==> src/inc/cli_pkg.sv <==
// Package for the camera-side pixel and trigger interface.
// Assumes one 25 MHz system clock; all camera and trigger input pins are asynchronous.
package cli_pkg;

	// ----------------------------------------------------------------
	// Clock rates
	// ----------------------------------------------------------------
	localparam int CLK_HZ      = 25_000_000;
	localparam int MCLK_MIN_HZ = 500_000;
	localparam int MCLK_MAX_HZ = 40_000_000;
	// Half-period divisor: f = CLK_HZ / (2 * (div + 1))
	localparam logic [15:0] MCLK_DIV_MAX = 16'(CLK_HZ / (2 * MCLK_MIN_HZ) - 1);
	localparam logic [15:0] MCLK_DIV_RST = MCLK_DIV_MAX;

	// ----------------------------------------------------------------
	// Register offsets (byte addresses)
	// ----------------------------------------------------------------
	localparam logic [7:0] REG_CTRL    = 8'h00;
	localparam logic [7:0] REG_WSTART  = 8'h04;
	localparam logic [7:0] REG_WCOUNT  = 8'h08;
	localparam logic [7:0] REG_TRIG    = 8'h0C;
	localparam logic [7:0] REG_PULSE   = 8'h10;
	localparam logic [7:0] REG_MCLK0   = 8'h14;
	localparam logic [7:0] REG_MCLK1   = 8'h18;
	localparam logic [7:0] REG_CTLOUT  = 8'h1C;
	localparam logic [7:0] REG_STATUS  = 8'h20;
	localparam logic [7:0] REG_DATA    = 8'h24;

	// ----------------------------------------------------------------
	// Field positions
	// ----------------------------------------------------------------
	localparam int CTRL_CONT    = 0;
	localparam int CTRL_START   = 1;
	localparam int CTRL_FLD_EN  = 2;
	localparam int CTRL_FLD_SEL = 3;
	localparam int CTRL_TMASK   = 4;
	localparam int CTRL_QMASK   = 8;
	localparam int CTRL_POL     = 12;
	localparam int TRIG_DIR     = 0;
	localparam int TRIG_FALL    = 4;
	localparam int TRIG_LVL     = 8;
	localparam int TRIG_MODE    = 12;
	localparam int TRIG_EVSEL   = 20;
	localparam int CTLO_LVL     = 0;
	localparam int CTLO_DYN     = 4;
	localparam int STAT_OVF     = 2;

	// ----------------------------------------------------------------
	// Reset values
	// ----------------------------------------------------------------
	localparam logic [15:0] CTRL_RST   = 16'h0000;
	localparam logic [31:0] WSTART_RST = 32'h0000_0000;
	localparam logic [31:0] WCOUNT_RST = 32'hFFFF_FFFF;
	localparam logic [21:0] TRIG_RST   = 22'h00_0000;
	localparam logic [15:0] PULSE_RST  = 16'h0000;
	localparam logic [7:0]  CTLO_RST   = 8'h00;

	// ----------------------------------------------------------------
	// Enumerations
	// ----------------------------------------------------------------
	localparam logic [1:0] TMODE_LEVEL  = 2'h0;
	localparam logic [1:0] TMODE_STATUS = 2'h1;
	localparam logic [1:0] TMODE_PULSE  = 2'h2;

	typedef enum logic [1:0] {
		ST_IDLE = 2'b00,
		ST_WAIT = 2'b01,
		ST_CAPT = 2'b10
	} cli_acq_type;

endpackage

==> src/rtl/cli_fifo.sv <==
// Word FIFO between pixel capture and the register read port.
// Assumes both sides on clk; the read word comes from an output register.
`timescale 1ns/1ns
module cli_fifo #(
	parameter int WIDTH = 16,
	parameter int DEPTH = 16
) (
	// Clock and reset
	input  wire logic                     clk,
	input  wire logic                     sys_rst,
	// Filling side
	input  wire logic                     in_valid,
	output logic                          in_ready,
	input  wire logic [WIDTH-1:0]         in_data,
	// Draining side
	input  wire logic                     out_ready,
	output logic                          out_valid,
	output logic [WIDTH-1:0]              out_data,
	output logic [$clog2(DEPTH+1):0]      level
);
	localparam int AW = $clog2(DEPTH);
	localparam int CW = $clog2(DEPTH+1);

	logic [WIDTH-1:0] mem_ff [DEPTH];
	logic [AW-1:0]    wptr_ff, rptr_ff, nxt_wptr, nxt_rptr;
	logic [CW-1:0]    cnt_ff, nxt_cnt;
	logic             oval_ff, nxt_oval;
	logic [WIDTH-1:0] odat_ff, nxt_odat;
	logic             push, pull;

	assign in_ready  = (cnt_ff != CW'(DEPTH));
	assign out_valid = oval_ff;
	assign out_data  = odat_ff;
	assign level     = {1'b0, cnt_ff} + {{CW{1'b0}}, oval_ff};

	// ----------------------------------------------------------------
	// Pointers and output stage
	// ----------------------------------------------------------------
	// Output register refills whenever it is empty or being taken
	always_comb begin
		push     = in_valid && in_ready;
		pull     = (cnt_ff != '0) && (!oval_ff || out_ready);
		nxt_wptr = push ? AW'(wptr_ff + 1'b1) : wptr_ff;
		nxt_rptr = pull ? AW'(rptr_ff + 1'b1) : rptr_ff;
		nxt_cnt  = CW'(cnt_ff + CW'(push) - CW'(pull));
		nxt_odat = pull ? mem_ff[rptr_ff] : odat_ff;
		nxt_oval = pull ? 1'b1 : (out_ready ? 1'b0 : oval_ff);
	end

	always_ff @(posedge clk) begin
		if (sys_rst) begin
			wptr_ff <= '0;
			rptr_ff <= '0;
			cnt_ff  <= '0;
			oval_ff <= 1'b0;
			odat_ff <= '0;
		end else begin
			wptr_ff <= nxt_wptr;
			rptr_ff <= nxt_rptr;
			cnt_ff  <= nxt_cnt;
			oval_ff <= nxt_oval;
			odat_ff <= nxt_odat;
		end
	end

	// Storage has no reset; only written words are ever read
	always_ff @(posedge clk) begin
		if (push) begin
			mem_ff[wptr_ff] <= in_data;
		end
	end
endmodule

==> src/rtl/cli_io.sv <==
// Camera-side pixel capture, trigger lines, control lines and master clocks.
// Assumes clk at 25 MHz; pixel clock, data, enables and triggers are async pins.
`timescale 1ns/1ns

// Behaviour
// Pixel data sampled on camera pixel clock edges
// Up to 16 data bits, one word per edge
// Four enable inputs qualify the pixel stream
// Camera wires its field signal to enable C
// Trigger lines start acquisition or drive outputs
// Trigger input edge programmable rising or falling
// Trigger output: level, status event or pulse
// Two master clocks, 500 kHz up to 40 MHz; here at most 12.5 MHz (divisor 0)
// Control outputs carry static level or pulse
// First pixel/line counted from enable assertion edges
// Per-line direction bit; input disables drive
module cli_io #(
	parameter int DATA_W     = 16,
	parameter int FIFO_DEPTH = 16
) (
	// Clock and reset
	input  wire logic              clk,
	input  wire logic              sys_rst,
	// Register port
	input  wire logic [7:0]        reg_addr,
	input  wire logic [31:0]       reg_wdata,
	input  wire logic              reg_wr,
	input  wire logic              reg_rd,
	output logic [31:0]            reg_rdata,
	// Camera pins
	input  wire logic              cam_pclk,
	input  wire logic [DATA_W-1:0] cam_data,
	input  wire logic [3:0]        cam_ena,
	output logic [3:0]             cam_ctl,
	output logic [1:0]             cam_mclk,
	// External trigger pins
	input  wire logic [3:0]        trig_in,
	output logic [3:0]             trig_out,
	output logic [3:0]             trig_oe
);
	localparam int SW = DATA_W + 9;
	localparam int LW = $clog2(FIFO_DEPTH+1) + 1;

	// ----------------------------------------------------------------
	// Pin synchronisers
	// ----------------------------------------------------------------
	logic [SW-1:0]     s1_ff, s2_ff, nxt_s1, nxt_s2;
	logic [8:0]        s3_ff, nxt_s3;
	logic [DATA_W-1:0] data_s;
	logic              pclk_s, pclk_rise;
	logic [3:0]        ena_s, trig_s, trig_d, trig_rise, trig_fall;

	// Data shares the pclk path so word and edge stay aligned
	always_comb begin
		nxt_s1 = {trig_in, cam_ena, cam_pclk, cam_data};
		nxt_s2 = s1_ff;
		nxt_s3 = s2_ff[SW-1:DATA_W];
	end

	always_ff @(posedge clk) begin
		if (sys_rst) begin
			s1_ff <= '0;
			s2_ff <= '0;
			s3_ff <= '0;
		end else begin
			s1_ff <= nxt_s1;
			s2_ff <= nxt_s2;
			s3_ff <= nxt_s3;
		end
	end

	assign data_s    = s2_ff[DATA_W-1:0];
	assign pclk_s    = s2_ff[DATA_W];
	assign ena_s     = s2_ff[DATA_W+4:DATA_W+1];
	assign trig_s    = s2_ff[DATA_W+8:DATA_W+5];
	assign trig_d    = s3_ff[8:5];
	assign pclk_rise = pclk_s && !s3_ff[0];
	assign trig_rise = trig_s & ~trig_d;
	assign trig_fall = ~trig_s & trig_d;

	// ----------------------------------------------------------------
	// Register file
	// ----------------------------------------------------------------
	logic [15:0] ctrl_ff, nxt_ctrl;
	logic [31:0] wstart_ff, nxt_wstart, wcount_ff, nxt_wcount, rdata_ff, nxt_rdata;
	logic [21:0] tcfg_ff, nxt_tcfg;
	logic [15:0] pw_ff, nxt_pw;
	logic [15:0] mdiv_ff [2];
	logic [15:0] nxt_mdiv [2];
	logic [7:0]  ctlo_ff, nxt_ctlo;
	logic        ovf_ff, nxt_ovf, soft_start, cap_ok;
	logic        fifo_ready, fifo_wr, fifo_ovalid, fifo_pop;
	logic [DATA_W-1:0] fifo_odata;
	logic [LW-1:0]     fifo_level;
	cli_pkg::cli_acq_type st_ff, nxt_st;

	assign soft_start = reg_wr && (reg_addr == cli_pkg::REG_CTRL)
		&& reg_wdata[cli_pkg::CTRL_START];
	assign fifo_pop   = reg_rd && (reg_addr == cli_pkg::REG_DATA) && fifo_ovalid;
	assign reg_rdata  = rdata_ff;

	// Writes, overflow flag and read mux; divisors clamp to the slowest rate
	always_comb begin
		nxt_ctrl   = ctrl_ff;
		nxt_wstart = wstart_ff;
		nxt_wcount = wcount_ff;
		nxt_tcfg   = tcfg_ff;
		nxt_pw     = pw_ff;
		nxt_mdiv   = mdiv_ff;
		nxt_ctlo   = ctlo_ff;
		nxt_ovf    = ovf_ff;
		nxt_rdata  = 32'h0000_0000;
		if (reg_wr) begin
			case (reg_addr)
				cli_pkg::REG_CTRL:   nxt_ctrl   = reg_wdata[15:0] & 16'hFFFD;
				cli_pkg::REG_WSTART: nxt_wstart = reg_wdata;
				cli_pkg::REG_WCOUNT: nxt_wcount = reg_wdata;
				cli_pkg::REG_TRIG:   nxt_tcfg   = reg_wdata[21:0];
				cli_pkg::REG_PULSE:  nxt_pw     = reg_wdata[15:0];
				cli_pkg::REG_MCLK0:  nxt_mdiv[0] = (reg_wdata[15:0] > cli_pkg::MCLK_DIV_MAX)
					? cli_pkg::MCLK_DIV_MAX : reg_wdata[15:0];
				cli_pkg::REG_MCLK1:  nxt_mdiv[1] = (reg_wdata[15:0] > cli_pkg::MCLK_DIV_MAX)
					? cli_pkg::MCLK_DIV_MAX : reg_wdata[15:0];
				cli_pkg::REG_CTLOUT: nxt_ctlo   = reg_wdata[7:0];
				cli_pkg::REG_STATUS: if (reg_wdata[cli_pkg::STAT_OVF]) nxt_ovf = 1'b0;
				default: ;
			endcase
		end
		// Overflow set beats a same-cycle clear
		if (cap_ok && !fifo_ready) begin
			nxt_ovf = 1'b1;
		end
		if (reg_rd) begin
			case (reg_addr)
				cli_pkg::REG_CTRL:   nxt_rdata = {16'h0000, ctrl_ff};
				cli_pkg::REG_WSTART: nxt_rdata = wstart_ff;
				cli_pkg::REG_WCOUNT: nxt_rdata = wcount_ff;
				cli_pkg::REG_TRIG:   nxt_rdata = {10'h000, tcfg_ff};
				cli_pkg::REG_PULSE:  nxt_rdata = {16'h0000, pw_ff};
				cli_pkg::REG_MCLK0:  nxt_rdata = {16'h0000, mdiv_ff[0]};
				cli_pkg::REG_MCLK1:  nxt_rdata = {16'h0000, mdiv_ff[1]};
				cli_pkg::REG_CTLOUT: nxt_rdata = {24'h00_0000, ctlo_ff};
				cli_pkg::REG_STATUS: nxt_rdata = 32'({fifo_level, ena_s, trig_s, ovf_ff, st_ff});
				cli_pkg::REG_DATA:   nxt_rdata = 32'({fifo_ovalid, fifo_odata});
				default:             nxt_rdata = 32'h0000_0000;
			endcase
		end
	end

	always_ff @(posedge clk) begin
		if (sys_rst) begin
			ctrl_ff    <= cli_pkg::CTRL_RST;
			wstart_ff  <= cli_pkg::WSTART_RST;
			wcount_ff  <= cli_pkg::WCOUNT_RST;
			tcfg_ff    <= cli_pkg::TRIG_RST;
			pw_ff      <= cli_pkg::PULSE_RST;
			mdiv_ff[0] <= cli_pkg::MCLK_DIV_RST;
			mdiv_ff[1] <= cli_pkg::MCLK_DIV_RST;
			ctlo_ff    <= cli_pkg::CTLO_RST;
			ovf_ff     <= 1'b0;
			rdata_ff   <= 32'h0000_0000;
		end else begin
			ctrl_ff    <= nxt_ctrl;
			wstart_ff  <= nxt_wstart;
			wcount_ff  <= nxt_wcount;
			tcfg_ff    <= nxt_tcfg;
			pw_ff      <= nxt_pw;
			mdiv_ff    <= nxt_mdiv;
			ctlo_ff    <= nxt_ctlo;
			ovf_ff     <= nxt_ovf;
			rdata_ff   <= nxt_rdata;
		end
	end

	// ----------------------------------------------------------------
	// Enable qualification, window counters and acquisition control
	// ----------------------------------------------------------------
	logic [3:0]  act, pena_ff, nxt_pena, tdir, trig_hit;
	logic [15:0] pix_ff, nxt_pix, line_ff, nxt_line, pix_cur, pulse_ff, nxt_pulse;
	logic        frame_rise, frame_fall, line_rise, field_ok, qual_ok;
	logic        in_pix, in_line, start_evt, go_frame, pulse_act;

	assign act        = ena_s ^ ctrl_ff[cli_pkg::CTRL_POL +: 4];
	assign frame_rise = pclk_rise && act[0] && !pena_ff[0];
	assign frame_fall = pclk_rise && !act[0] && pena_ff[0];
	assign line_rise  = pclk_rise && act[1] && !pena_ff[1];
	// Enable C is the field indicator
	assign field_ok   = !ctrl_ff[cli_pkg::CTRL_FLD_EN]
		|| (act[2] == ctrl_ff[cli_pkg::CTRL_FLD_SEL]);
	assign qual_ok    = &(~ctrl_ff[cli_pkg::CTRL_QMASK +: 4] | act);
	assign tdir       = tcfg_ff[cli_pkg::TRIG_DIR +: 4];
	assign trig_hit   = ~tdir & ctrl_ff[cli_pkg::CTRL_TMASK +: 4]
		& ((tcfg_ff[cli_pkg::TRIG_FALL +: 4] & trig_fall)
		| (~tcfg_ff[cli_pkg::TRIG_FALL +: 4] & trig_rise));
	assign start_evt  = soft_start || (|trig_hit);
	assign go_frame   = (st_ff == cli_pkg::ST_WAIT) && frame_rise && field_ok;
	assign pix_cur    = line_rise ? 16'h0000 : pix_ff;
	assign in_pix     = (pix_cur >= wstart_ff[15:0])
		&& (16'(pix_cur - wstart_ff[15:0]) < wcount_ff[15:0]);
	assign in_line    = (nxt_line >= wstart_ff[31:16])
		&& (16'(nxt_line - wstart_ff[31:16]) < wcount_ff[31:16]);
	assign cap_ok     = pclk_rise && act[0] && act[1] && qual_ok && in_pix && in_line
		&& ((st_ff == cli_pkg::ST_CAPT) || go_frame);
	assign fifo_wr    = cap_ok && fifo_ready;
	assign pulse_act  = (pulse_ff != 16'h0000);

	// Pixel and line counters move only on sampled pixel clock edges; the pulse counter every clk
	always_comb begin
		nxt_pena  = pena_ff;
		nxt_pix   = pix_ff;
		nxt_line  = line_ff;
		nxt_st    = st_ff;
		nxt_pulse = pulse_act ? 16'(pulse_ff - 16'h0001) : 16'h0000;
		if (pclk_rise) begin
			nxt_pena = act;
			nxt_pix  = 16'(pix_cur + 16'h0001);
			if (line_rise) begin
				nxt_line = frame_rise ? 16'h0000 : 16'(line_ff + 16'h0001);
			end else if (frame_rise) begin
				nxt_line = 16'hFFFF;
			end
		end
		case (st_ff)
			cli_pkg::ST_IDLE: if (start_evt) nxt_st = cli_pkg::ST_WAIT;
			cli_pkg::ST_WAIT: if (go_frame) nxt_st = cli_pkg::ST_CAPT;
			cli_pkg::ST_CAPT: if (frame_fall) nxt_st = ctrl_ff[cli_pkg::CTRL_CONT]
				? cli_pkg::ST_WAIT : cli_pkg::ST_IDLE;
			default:          nxt_st = cli_pkg::ST_IDLE;
		endcase
		// Shutter pulse starts with the captured frame
		if (go_frame) begin
			nxt_pulse = pw_ff;
		end
	end

	always_ff @(posedge clk) begin
		if (sys_rst) begin
			pena_ff  <= 4'h0;
			pix_ff   <= 16'h0000;
			line_ff  <= 16'hFFFF;
			st_ff    <= cli_pkg::ST_IDLE;
			pulse_ff <= 16'h0000;
		end else begin
			pena_ff  <= nxt_pena;
			pix_ff   <= nxt_pix;
			line_ff  <= nxt_line;
			st_ff    <= nxt_st;
			pulse_ff <= nxt_pulse;
		end
	end

	// ----------------------------------------------------------------
	// Pixel FIFO; full drops captured words and raises overflow
	// ----------------------------------------------------------------
	cli_fifo #(
		.WIDTH (DATA_W),
		.DEPTH (FIFO_DEPTH)
	) u_fifo (
		.clk       (clk),
		.sys_rst   (sys_rst),
		.in_valid  (cap_ok),
		.in_ready  (fifo_ready),
		.in_data   (data_s),
		.out_ready (fifo_pop),
		.out_valid (fifo_ovalid),
		.out_data  (fifo_odata),
		.level     (fifo_level)
	);

	// ----------------------------------------------------------------
	// Trigger, control and master-clock outputs
	// ----------------------------------------------------------------
	logic [3:0]  tout_ff, nxt_tout, ctl_ff, nxt_ctl, ev_sel;
	logic [15:0] mcnt_ff [2];
	logic [15:0] nxt_mcnt [2];
	logic [1:0]  mclk_ff, nxt_mclk;
	logic        status_ev;

	always_comb begin
		case (tcfg_ff[cli_pkg::TRIG_EVSEL +: 2])
			2'h0:    status_ev = (st_ff != cli_pkg::ST_IDLE);
			2'h1:    status_ev = act[0];
			2'h2:    status_ev = fifo_wr;
			default: status_ev = fifo_ovalid;
		endcase
	end

	// Per-line output source, direction gating the drive
	genvar gi;
	generate
		for (gi = 0; gi < 4; gi++) begin : g_line
			always_comb begin
				case (tcfg_ff[cli_pkg::TRIG_MODE + 2*gi +: 2])
					cli_pkg::TMODE_STATUS: ev_sel[gi] = status_ev;
					cli_pkg::TMODE_PULSE:  ev_sel[gi] = pulse_act;
					default:               ev_sel[gi] = tcfg_ff[cli_pkg::TRIG_LVL + gi];
				endcase
				nxt_tout[gi] = tdir[gi] && ev_sel[gi];
				nxt_ctl[gi]  = ctlo_ff[cli_pkg::CTLO_DYN + gi] ? pulse_act
					: ctlo_ff[cli_pkg::CTLO_LVL + gi];
			end
		end
	endgenerate

	// Half-period counters; the 40 MHz ceiling is out of reach at this clock
	always_comb begin
		for (int i = 0; i < 2; i++) begin
			nxt_mcnt[i] = (mcnt_ff[i] >= mdiv_ff[i]) ? 16'h0000 : 16'(mcnt_ff[i] + 16'h0001);
			nxt_mclk[i] = (mcnt_ff[i] >= mdiv_ff[i]) ? !mclk_ff[i] : mclk_ff[i];
		end
	end

	always_ff @(posedge clk) begin
		if (sys_rst) begin
			tout_ff    <= 4'h0;
			ctl_ff     <= 4'h0;
			mcnt_ff[0] <= 16'h0000;
			mcnt_ff[1] <= 16'h0000;
			mclk_ff    <= 2'h0;
		end else begin
			tout_ff    <= nxt_tout;
			ctl_ff     <= nxt_ctl;
			mcnt_ff    <= nxt_mcnt;
			mclk_ff    <= nxt_mclk;
		end
	end

	assign trig_out = tout_ff;
	assign trig_oe  = tdir;
	assign cam_ctl  = ctl_ff;
	assign cam_mclk = mclk_ff;
endmodule

==> config.mk <==
export PLATFORM = sky130hd
export DESIGN_NAME = cli_io
export DESIGN_NICKNAME = d
export VERILOG_FILES = /design/src/inc/cli_pkg.sv /design/src/rtl/cli_fifo.sv /design/src/rtl/cli_io.sv
export SDC_FILE = /design/constraint.sdc
export NUM_CORES = 1
export LEC_CHECK = 0
export BUFFER_PORTS_ARGS = -buffer_cell sky130_fd_sc_hd__buf_2
export CAP_MARGIN = 25
export CORE_MARGIN = 5
export CORE_UTILIZATION = 40
export CTS_CLUSTER_DIAMETER = 60
export CTS_CLUSTER_SIZE = 12
export DETAILED_ROUTE_END_ITERATION = 10
export MAX_ROUTING_LAYER = met4
export PLACE_DENSITY = 0.62
export SETUP_SLACK_MARGIN = 0.3
export SLEW_MARGIN = 5
export SYNTH_ARGS = -nofsm -noshare
export SYNTH_HDL_FRONTEND = slang
export SYNTH_SLANG_ARGS = --single-unit
==> constraint.sdc <==
create_clock -name clk -period 12.1 [get_ports clk]
set_clock_uncertainty 0.2 [all_clocks]
set_input_delay 0.605 -clock clk [delete_from_list [all_inputs] [get_ports clk]]
set_output_delay 0.605 -clock clk [all_outputs]
set_load 0.02 [all_outputs]
# Word level (Yosys, flattened, before mapping)

Memories as Yosys holds them, arrays and structs flattened. A register that Yosys moved wholly into a read port is not among the register bits.
Cells that the tools add are included.

Register bits after elaboration: 357
Memory bits (writable): 256
Input port bits: 69
Output and inout bits: 46
Logic and storage cells: 185
Memories kept: 1

Add/sub/neg operators: 12
Magnitude comparators: 7
Eq/ne operators: 26
Multiplexer cells: 31
Bitwise logic cells: 15
Reductions and logical operators: 65

Memory list:

| name          | words | width | rd ports | clocked after Yosys merged registers in | wr ports | RTL line       | source |
|---|---|---|---|---|---|---|---|
| u_fifo.mem_ff | 16    | 16    | 1        | 1                                       | 1        | cli_fifo.sv:24 | `logic [WIDTH-1:0] mem_ff [DEPTH];` |

Operator list:

| operator                                                       | number |
|---|---|
| case mux 32 bit (10 select lines)                              | 1 |
| two-way mux 16 bit                                             | 8 |
| adder 16 x 1 -> 16 bit, second input constant                  | 4 |
| greater-or-equal comparator 16 bit                             | 4 |
| equality test 8 x 5 -> 1 bit, second input constant            | 4 |
| less-than comparator 16 bit                                    | 2 |
| subtractor 16 bit                                              | 2 |
| logical AND 1 bit                                              | 27 |
| bitwise AND 4 bit                                              | 6 |
| inverter 4 bit                                                 | 5 |
| equality test 8 x 4 -> 1 bit, second input constant            | 2 |
| equality test 8 x 6 -> 1 bit, second input constant            | 2 |
| greater-than comparator 16 x 5 -> 1 bit, second input constant | 1 |
| AND reduction 2 bit                                            | 8 |
| nonzero test 16 bit                                            | 1 |
| subtractor 16 x 1 -> 16 bit, second input constant             | 1 |
| two-way mux 1 bit                                              | 13 |
| equality test 2 x 1 -> 1 bit, second input constant            | 6 |
| equality test 2 bit, second input constant                     | 6 |
| nonzero test 2 bit                                             | 5 |
| logical NOT 1 bit                                              | 9 |
| adder 4 x 1 -> 4 bit, second input constant                    | 2 |
| equality test 8 x 3 -> 1 bit, second input constant            | 1 |
| logical NOT 8 bit                                              | 1 |
| 20 further kinds                                               | 35 |

# Depth between registers and ports, before layout

Gate-level depths: netlist (run 1).

Word-level depth: 16
Gate-level depth with buffers: 32
Mapped depth without buffers: 31

# By module

Synthesis (run 1) repeated with hierarchy kept, for this count alone.

Cells, all modules: 2569
Area, all modules: 27958.1 um2

Modules (own cells, without submodules):

| module   | instances | cells an instance | area an instance (um2) | sequential area each (um2) |
|---|---|---|---|---|
| cli_io   | 1         | 2025              | 16704.8                | 6786.5 |
| cli_fifo | 1         | 544               | 11253.3                | 8287.9 |

# Least setup slack after synthesis (run 1)

Ideal clock, no wire load.

Path type: register to register
Start point: register s2_ff[16]
End point: memory u_fifo.mem_ff[0][0], enable pin
Setup time: 0.409 ns
Arrival time: 6.462 ns
Data required time: 11.491 ns
Setup slack: 5.029 ns
Cell stages (with the launch flop): 26
Buffers on the path: 1
Clock period less this slack: 7.071 ns
Path through: dfxtp_1 -> or3b_1 -> nor2_1 -> clkbuf_1 -> nor2_1 -> xnor2_1 -> ha_1 -> inv_1 -> fa_1 -> a21o_1 -> a21oi_1 -> nor2_1 -> nor2_1 -> o21ai_0 -> a21o_1 -> a21oi_1 -> xnor2_1 -> ha_1 -> and2_1 -> a2111oi_0 -> nand4_1 -> a2111oi_2 -> o2111ai_2 -> nor3_4 -> nand2_1 -> nor3_1

Longest elaborated chain between the ends: 14
Elaborated cells on any way between the ends: 29
Those cells by class: add/sub (2); order compare (4); mux (7); reduce/logical (16)

RTL lines:

| item                                         | RTL line                     | source |
|---|---|---|
| start, declared                              | cli_io.sv:47                 | `logic [SW-1:0] s1_ff, s2_ff, nxt_s1, nxt_s2;` |
| start signal, assigned                       | cli_io.sv:67                 | `s2_ff <= nxt_s2;` |
| logical AND 1 bit (*)                        | cli_io.sv:77                 | `assign pclk_rise = pclk_s && !s3_ff[0];` |
| logical AND 1 bit                            | cli_io.sv:184, cli_io.sv:202 |  |
| logical AND 1 bit                            | cli_io.sv:184                | `assign frame_rise = pclk_rise && act[0] && !pena_ff[0];` |
| two-way mux 16 bit, on equally long branches | cli_io.sv:219, cli_io.sv:218 |  |
| two-way mux 16 bit                           | cli_io.sv:217                | `if (line_rise) begin` |
| two-way mux 16 bit                           | cli_io.sv:214                | `if (pclk_rise) begin` |
| subtractor 16 bit                            | cli_io.sv:201                | `&& (16'(nxt_line - wstart_ff[31:16]) < wcount_ff[31:16]);` |
| less-than comparator 16 bit                  | cli_io.sv:201                |  |
| logical AND 1 bit                            | cli_io.sv:201                |  |
| logical AND 1 bit                            | cli_io.sv:202                | `assign cap_ok = pclk_rise && act[0] && act[1] && qual_ok && in_pix && in_line` |
| logical AND 1 bit (*)                        | cli_io.sv:203                | `&& ((st_ff == cli_pkg::ST_CAPT) \|\| go_frame);` |
| logical AND 1 bit (*)                        | --                           |  |
| net fifo_wr                                  | cli_io.sv:92                 | `logic fifo_ready, fifo_wr, fifo_ovalid, fifo_pop;` |
| two-way mux 1 bit (*)                        | cli_fifo.sv:68               | `if (push) begin` |
| two-way mux 1 bit (not written as such) (*)  | cli_fifo.sv:69               | `mem_ff[wptr_ff] <= in_data;` |
| end, declared                                | cli_fifo.sv:24               |  |

The timed path passes the listed nets; every way through them passes the cells marked *.

# Worst setup path after layout (run 1)

Start point: register ctrl_ff[12]
End point: memory u_fifo.mem_ff[10][3], enable pin

Longest elaborated chain between the ends: 14
Elaborated cells on any way between the ends: 24
Those cells by class: add/sub (1); order compare (2); mux (6); bitwise (2); reduce/logical (13)

RTL lines:

| item                                         | RTL line                     | source |
|---|---|---|
| start, declared                              | cli_io.sv:84                 | `logic [15:0] ctrl_ff, nxt_ctrl;` |
| start signal, assigned                       | cli_io.sv:152                | `ctrl_ff <= cli_pkg::CTRL_RST;` |
| start signal, assigned                       | cli_io.sv:163                | `ctrl_ff <= nxt_ctrl;` |
| XOR 4 bit (*)                                | cli_io.sv:183                | `assign act = ena_s ^ ctrl_ff[cli_pkg::CTRL_POL +: 4];` |
| logical AND 1 bit (*) (2 in series)          | cli_io.sv:184                |  |
| two-way mux 16 bit, on equally long branches | cli_io.sv:219, cli_io.sv:218 |  |
| two-way mux 16 bit (*)                       | cli_io.sv:217                |  |
| two-way mux 16 bit (*)                       | cli_io.sv:214                |  |
| net nxt_line[10]                             | cli_io.sv:179                | `logic [15:0] pix_ff, nxt_pix, line_ff, nxt_line, pix_cur, pulse_ff, nxt_pulse;` |
| subtractor 16 bit                            | cli_io.sv:201                |  |
| less-than comparator 16 bit                  | cli_io.sv:201                |  |
| logical AND 1 bit (*)                        | cli_io.sv:201                |  |
| logical AND 1 bit (*)                        | cli_io.sv:202                |  |
| logical AND 1 bit (*)                        | cli_io.sv:203                |  |
| logical AND 1 bit (*)                        | --                           |  |
| net fifo_wr                                  | cli_io.sv:92                 |  |
| two-way mux 1 bit (*)                        | cli_fifo.sv:68               |  |
| two-way mux 1 bit (not written as such) (*)  | cli_fifo.sv:69               |  |

Marks and branches as above.

==> metrics.yaml, run 1 <==
layout:
  drive_above_1_share: 0.1371
  design_area_sq_mm: 0.03136
  fill_cells: 6215
  syn_to_final_growth_pct: 13.66
  nets: 2849
clocking:
  cts_resized: 0
  cts-buffers-inserted: 68
  ctsHoldBuffers: 11
  cts_tree: "yes"
  cts.sinks: 625
  clkLatencyLatePin_ps: 610
  post-cts-setup-buffer-count: 0
  cts-root-buf: "clkbuf_16"
  cts_buffer_depth: 3
  htree_levels: 3
  path_clk_slew_ps: 60
critical_path:
  cp-end-kind: "flop"
  critPathLaunch: "ctrl_ff[12]"
  cp_slowest_cell: "xnor2_1"
  critPathKind: "flop to flop"
  cpMostUsedCell: "nor2_1"
  cp.arrival_ps: 7640
  required_ps: 12200
  worstPathMaxFanout: 18
  r2r_start: "ctrl_ff[12]"
  cpPeakStageDelay_ps: 690
  start_kind: "flop"
routing:
  wl_um: 75110
  drc: 0
  routedWlPerCell_um: 20.97
  first_iter_violations: 2014
  viasPerCell: 5.555
  ant_nets: 0
  vias: 19900
  first_pass_iters: 7
sta:
  setup_viol: 0
  timing.setup.tns_ps: 0
  finalMaxSlewViolations: 0
  max_slew_margin: 0.2610
  timing.final.crit_share: 0.6227
  fin_crit_ps: 7535
  worst_pin_slew_ps: 1108
  rsz0062_at_grt: "false"
  max_freq_mhz: 132.7
  hold-worst-slack_ps: 30.47
  hold_viol_final: 0
global_route:
  grt_max_degree: 137
  grt_pass1_wl_um: 116100
  busiest_layer: "met2"
  grt_pass1_vias: 19540
  gr-total-overflow: 0
  track_usage: 0.2034
  gr-usage-met1: 0.2676
  use_met2: 0.3225
  grt_antenna_before_repair: 3
  grtUsageMet3: 0.03652
floorplan:
  fp.dieArea_sq_mm: 0.07432
  die_h_um: 272.6
  die_w_um: 272.6
  io_pins: 115
  row_count: 96
  initial_utilization: 0.4030
  coreArea_sq_mm: 0.06847
synthesis:
  syn_avg_cell_area_sq_um: 10.86
  synth_cell_types: 75
  synth.most_common_cell: "dfxtp_1"
  ys_warn_count: 0
  ys_seq_area_frac: 0.5464
  async_flop_share: 0
  synth_top_flop_cell: "dfxtp_1"
  syn-num-nets: 2737
  synth_area_leader_cell: "edfxtp_1"
  synth_top_area_frac: 0.2786
  ys_seq_elements: 625
  synth_edf_count: 256
  ys_top_cells_by_area: "edfxtp_1 28%, dfxtp_1 27%, mux4_2 6.5%"
  synth_common_cells: "369 x dfxtp_1, 339 x nand2_1, 256 x edfxtp_1"
  syn_inst: 2541
  syn_area_sq_mm: 0.02759
place:
  gp_congestion: 0.9372
  port_buffers: 114
  place_hpwl_um: 53270
  postPlaceCellArea_sq_mm: 0.02916
run:
  maxCapViolations: 0
worst_hold_path:
  worstHoldStart: "cam_data[11]"
  min_path_type: "input pin to flop"
power:
  intPower_uw: 3715
  p_sw_uw: 1336
  p_clk_frac: 0.389
  power.density_mw_per_mm2: 161.1
  ir_drop_v: 0.0001231
  p_leak_uw: 0.01170
  p_comb_frac: 0.145
  p_sw_frac: 0.2645
  pwr-share-seq: 0.466
run_status:
  outcome: "finished clean"
==> layer usage <==
layer | vias to the layer above | wire, um
li1 | 9286 | -
met1 | 9762 | 32450
met2 | 707 | 35100
met3 | 144 | 5331
met4 | 0 | 2222
met5 | - | 0
==> power by group through the flow <==
stage	logic, uW	registers, uW	clock network (uW)
after floorplan	578	2330	0
after global placement	721	2400	0
after detailed placement	731	2400	0
after CTS	739	2350	2010
after global routing	802	2370	2090
final	732	2350	1970
==> cell families (layout without fill, tap and decap cells) <==
| family | Yosys count | in the layout | share of synthesized area |
|---|---|---|---|
| AND/OR/NAND/NOR | 897 | 897 | 0.1540 |
| flip-flops | 625 | 625 | 0.5464 |
| AO/OA/AOI/OAI | 434 | 434 | 0.1030 |
| buffers and inverters | 269 | 427 | 0.03714 |
| adder cells (fa/ha/maj) | 127 | 127 | 0.05841 |
| XOR/XNOR | 96 | 96 | 0.03102 |
| multiplexers | 93 | 93 | 0.07002 |
| other | 0 | 1 | 0 |
==> layout make-up <==
type	instances	area [sq um]	share of cell area
tap	882	1104	0.03519
clock buffer	95	1813	0.05781
timing repair buffer	170	1022	0.03260
sequential	625	15080	0.4809
clock inverter	21	267.8	0.008538
inverter	141	529.3	0.01688
antenna	1	2.502	0.00007980
multi-input combinational	1647	11540	0.3680
==> worst paths after layout <==
check                                            end  slack (ps)  depth (start not counted)
worst max-delay path            u_fifo.mem_ff[10][3]        4570                         25
worst min-delay path                      nxt_s2[11]          30                          2
worst max register to register  u_fifo.mem_ff[10][3]        4570                         25
worst min register to register              s2_ff[5]         220                          1
==> worst max-delay path: cells and delay by family, from the launching register on <==
family	cells	cell delay, ps
and+or+nand+nor	11	2670
AOI/OAI and AO/OA	8	2000
xor gates and xnor gates	2	810
adders and majority gates	2	670
buffers and inverters	2	540
DFF	1	330
==> sequential cells by signal, indices dropped and copies added (netlist names), 16 cells and up <==
name	flops
tcfg_ff	22
nxt_s2	25
u_fifo.mem_ff	256
line_ff	16
mcnt_ff	32
s2_ff	25
mdiv_ff	32
wstart_ff	32
wcount_ff	32
pulse_ff	16
pw_ff	16
pix_ff	16
reg_rdata	32
u_fifo.out_data	16
==> stage by stage <==
stage	utilization	total power (uW)	setup WS (ps)	instances
global placement	0.4259	3118	4918	3452
detailed placement	0.4259	3131	4617	3453
CTS	0.4579	5100	4580	3580
floorplan	-	2911	5029	2541
global route	0.4580	5262	3977	3582
finish	0.4580	5051	4565	3582
==> cells in the final DEF (no fill, tap or decap), drive strengths merged, types with 21 or more instances in the layout <==
cell type | Yosys | routed
dfxtp | 369 | 369
nand2 | 339 | 339
edfxtp | 256 | 256
nor2b | 69 | 69
xnor2 | 50 | 50
a22oi | 39 | 39
a21oi | 177 | 177
nand3b | 37 | 37
nand3 | 64 | 64
xor2 | 45 | 45
a21o | 26 | 26
inv | 141 | 147
clkbuf | 112 | 96
ha | 124 | 124
o21ai | 46 | 46
mux4 | 80 | 80
nor3 | 33 | 33
nor2 | 198 | 198
a31oi | 27 | 27
and2 | 45 | 45
buf | 16 | 158
nand4 | 21 | 21
No activity file was read; power rests on OpenSTA's default activity.
==> run 2, diff against run 1 <==
Settings changed: PLACE_DENSITY 0.62 to 0.64.
Clock period 12.1 ns to 6.3 ns, I/O delays scaled along.
==> run 2 against run 1 <==
  * Final cell count up 2.9%
  * First-iteration DRC count down 6.9%
  * Register-to-register slack worse by 4600 ps
  * Total power up 98%
  * Largest power group unchanged
==> metrics.yaml, run 2 (synthesis results as in run 1) <==
clocking:
  cts-buffers-inserted: 69
  cts-root-buf: "clkbuf_16"
  clkLatencyLatePin_ps: 620
  htree_levels: 3
  cts_buffer_depth: 3
  path_clk_slew_ps: 60
  cts.sinks: 625
  cts_tree: "yes"
routing:
  viasPerCell: 5.569
  wl_um: 80060
  routedWlPerCell_um: 21.72
  ant_nets: 0
  vias: 20530
  first_pass_iters: 10
  drc: 0
  first_iter_violations: 1876
layout:
  drive_above_1_share: 0.1776
  mostFrequentLayoutCell: "dfxtp_1"
  final_cell_mix: "363 x dfxtp_1, 333 x nand2_1, 256 x edfxtp_1"
  antenna_cells: 0
  syn_to_final_growth_pct: 20.64
  largest-register: "u_fifo.mem_ff"
  nets: 2952
  fill_cells: 6074
  largest_reg_flops: 256
  utilization: 0.4861
sta:
  finalMaxSlewViolations: 0
  worst_pin_slew_ps: 1022
  hold-worst-slack_ps: 213.3
  hold_viol_final: 0
  max_freq_mhz: 159.1
  rsz0062_at_grt: "true"
  max_slew_margin: 0.3145
  fin_crit_ps: 6285
  timing.final.crit_share: 0.9977
  setup_viol: 0
  fin_ws_ps: 14.71
floorplan:
  die_h_um: 272.6
  initial_utilization: 0.4030
  fp.dieArea_sq_mm: 0.07432
  die_w_um: 272.6
  row_count: 96
  coreArea_sq_mm: 0.06847
  io_pins: 115
global_route:
  track_usage: 0.2139
  gr-total-overflow: 0
  grt_pass1_wl_um: 120400
  grt_antenna_before_repair: 1
  grt_pass1_vias: 20180
  grt_max_degree: 110
power:
  p_leak_uw: 0.01237
  power.density_mw_per_mm2: 301.1
  ir_drop_v: 0.0002429
place:
  dp_slack_ps: -156.2
  place_hpwl_um: 54890
  port_buffers: 114
  gp_congestion: 0.9522
critical_path:
  critPathKind: "flop to flop"
  required_ps: 6630
  worstPathMaxFanout: 5
  cp.arrival_ps: 6610
  start_kind: "flop"
  cpPeakStageDelay_ps: 410
  cp_slowest_cell: "or3b_4"
  cp-end-kind: "flop"
run_status:
  outcome: "finished clean"
worst_hold_path:
  min_path_type: "input pin to flop"
run:
  maxCapViolations: 0
-- run 2: cell types whose count changed in the layout (fill, tap and decap cells not counted), moves of 7 or more --
cell,before,now
a21oi_1,176,166
a21oi_2,1,11
buf_12,0,20
buf_4,43,58
buf_6,0,8
clkbuf_16,68,77
dlygate4sd3_1,11,61
ha_1,124,117
nor2_1,195,178
nor2_4,0,15
-- run 2: final timing paths --
| kind | cells past startpoint | end | slack [ps] | startpoint |
|---|---|---|---|---|
| min | 6 | reg_rdata[13] | 210 | reg_addr[3] |
| max | 30 | u_fifo.cnt_ff[4] | 10 | s2_ff[16] |
| max reg2reg | 30 | u_fifo.cnt_ff[4] | 10 | s2_ff[16] |
| min reg2reg | 1 | s2_ff[12] | 230 | nxt_s2[12] |
-- run 2: power breakdown --
group,switching (uW),total [uW],internal [uW]
Sequential,192,4520,4320
Combinational,804,1530,730
Clock,1660,3970,2310
Total,2660,10000,7360
-- run 2: layer usage --
metal,up-vias,GRT usage,wire length (um),part of all wire
li1,9493,-,-,-
met1,10050,0.2734,33030,0.41
met2,811,0.3427,38170,0.48
met3,172,0.03828,5992,0.075
met4,0,0.07992,2871,0.036
met5,-,-,0,0
-- run 2: repair_timing --
| action | 4_1_cts | 5_1_grt |
|---|---|---|
| hold buffers | 61 | 0 |
| setup buffers | 17 | 11 |
| gates resized for setup | 41 | 63 |
| cloned | 3 | 4 |
| pin swaps | 7 | 38 |
| setup endpoints to repair | 264 | 267 |
| endpoints found under the hold margin | 157 | 0 |
-- run 2: worst max-delay path: cells and delay by family (launching register included) --
kind	cells	cell delay (ps)
flip-flops	1	370
AO/OA/AOI/OAI	11	2190
XOR/XNOR	1	210
AND/OR/NAND/NOR	10	1720
buffers and inverters	4	370
adder cells (fa/ha/maj)	4	1150
-- run 2: stage by stage --
step                      cells  TNS [ps]  area, sq um  power [uW]
final                      3686         0        33280       10020
after global placement     3468         0        29580        6031
after detailed placement   3470    -23010        29610        6075
after global routing       3686    -32100        33280       10410
after CTS                  3670         0        32800       10070
after floorplan            2541         0        27730        5594
-- run 2: area by class of cell --
type | count | area, sq um | area share
Clock buffer | 102 | 1969 | 0.05917
Timing Repair Buffer | 272 | 2365 | 0.07105
Clock inverter | 17 | 224.0 | 0.006729
Tap cell | 882 | 1104 | 0.03316
Multi-Input combinational cell | 1647 | 12010 | 0.3607
Sequential cell | 625 | 15090 | 0.4533
Inverter | 141 | 529.3 | 0.01590
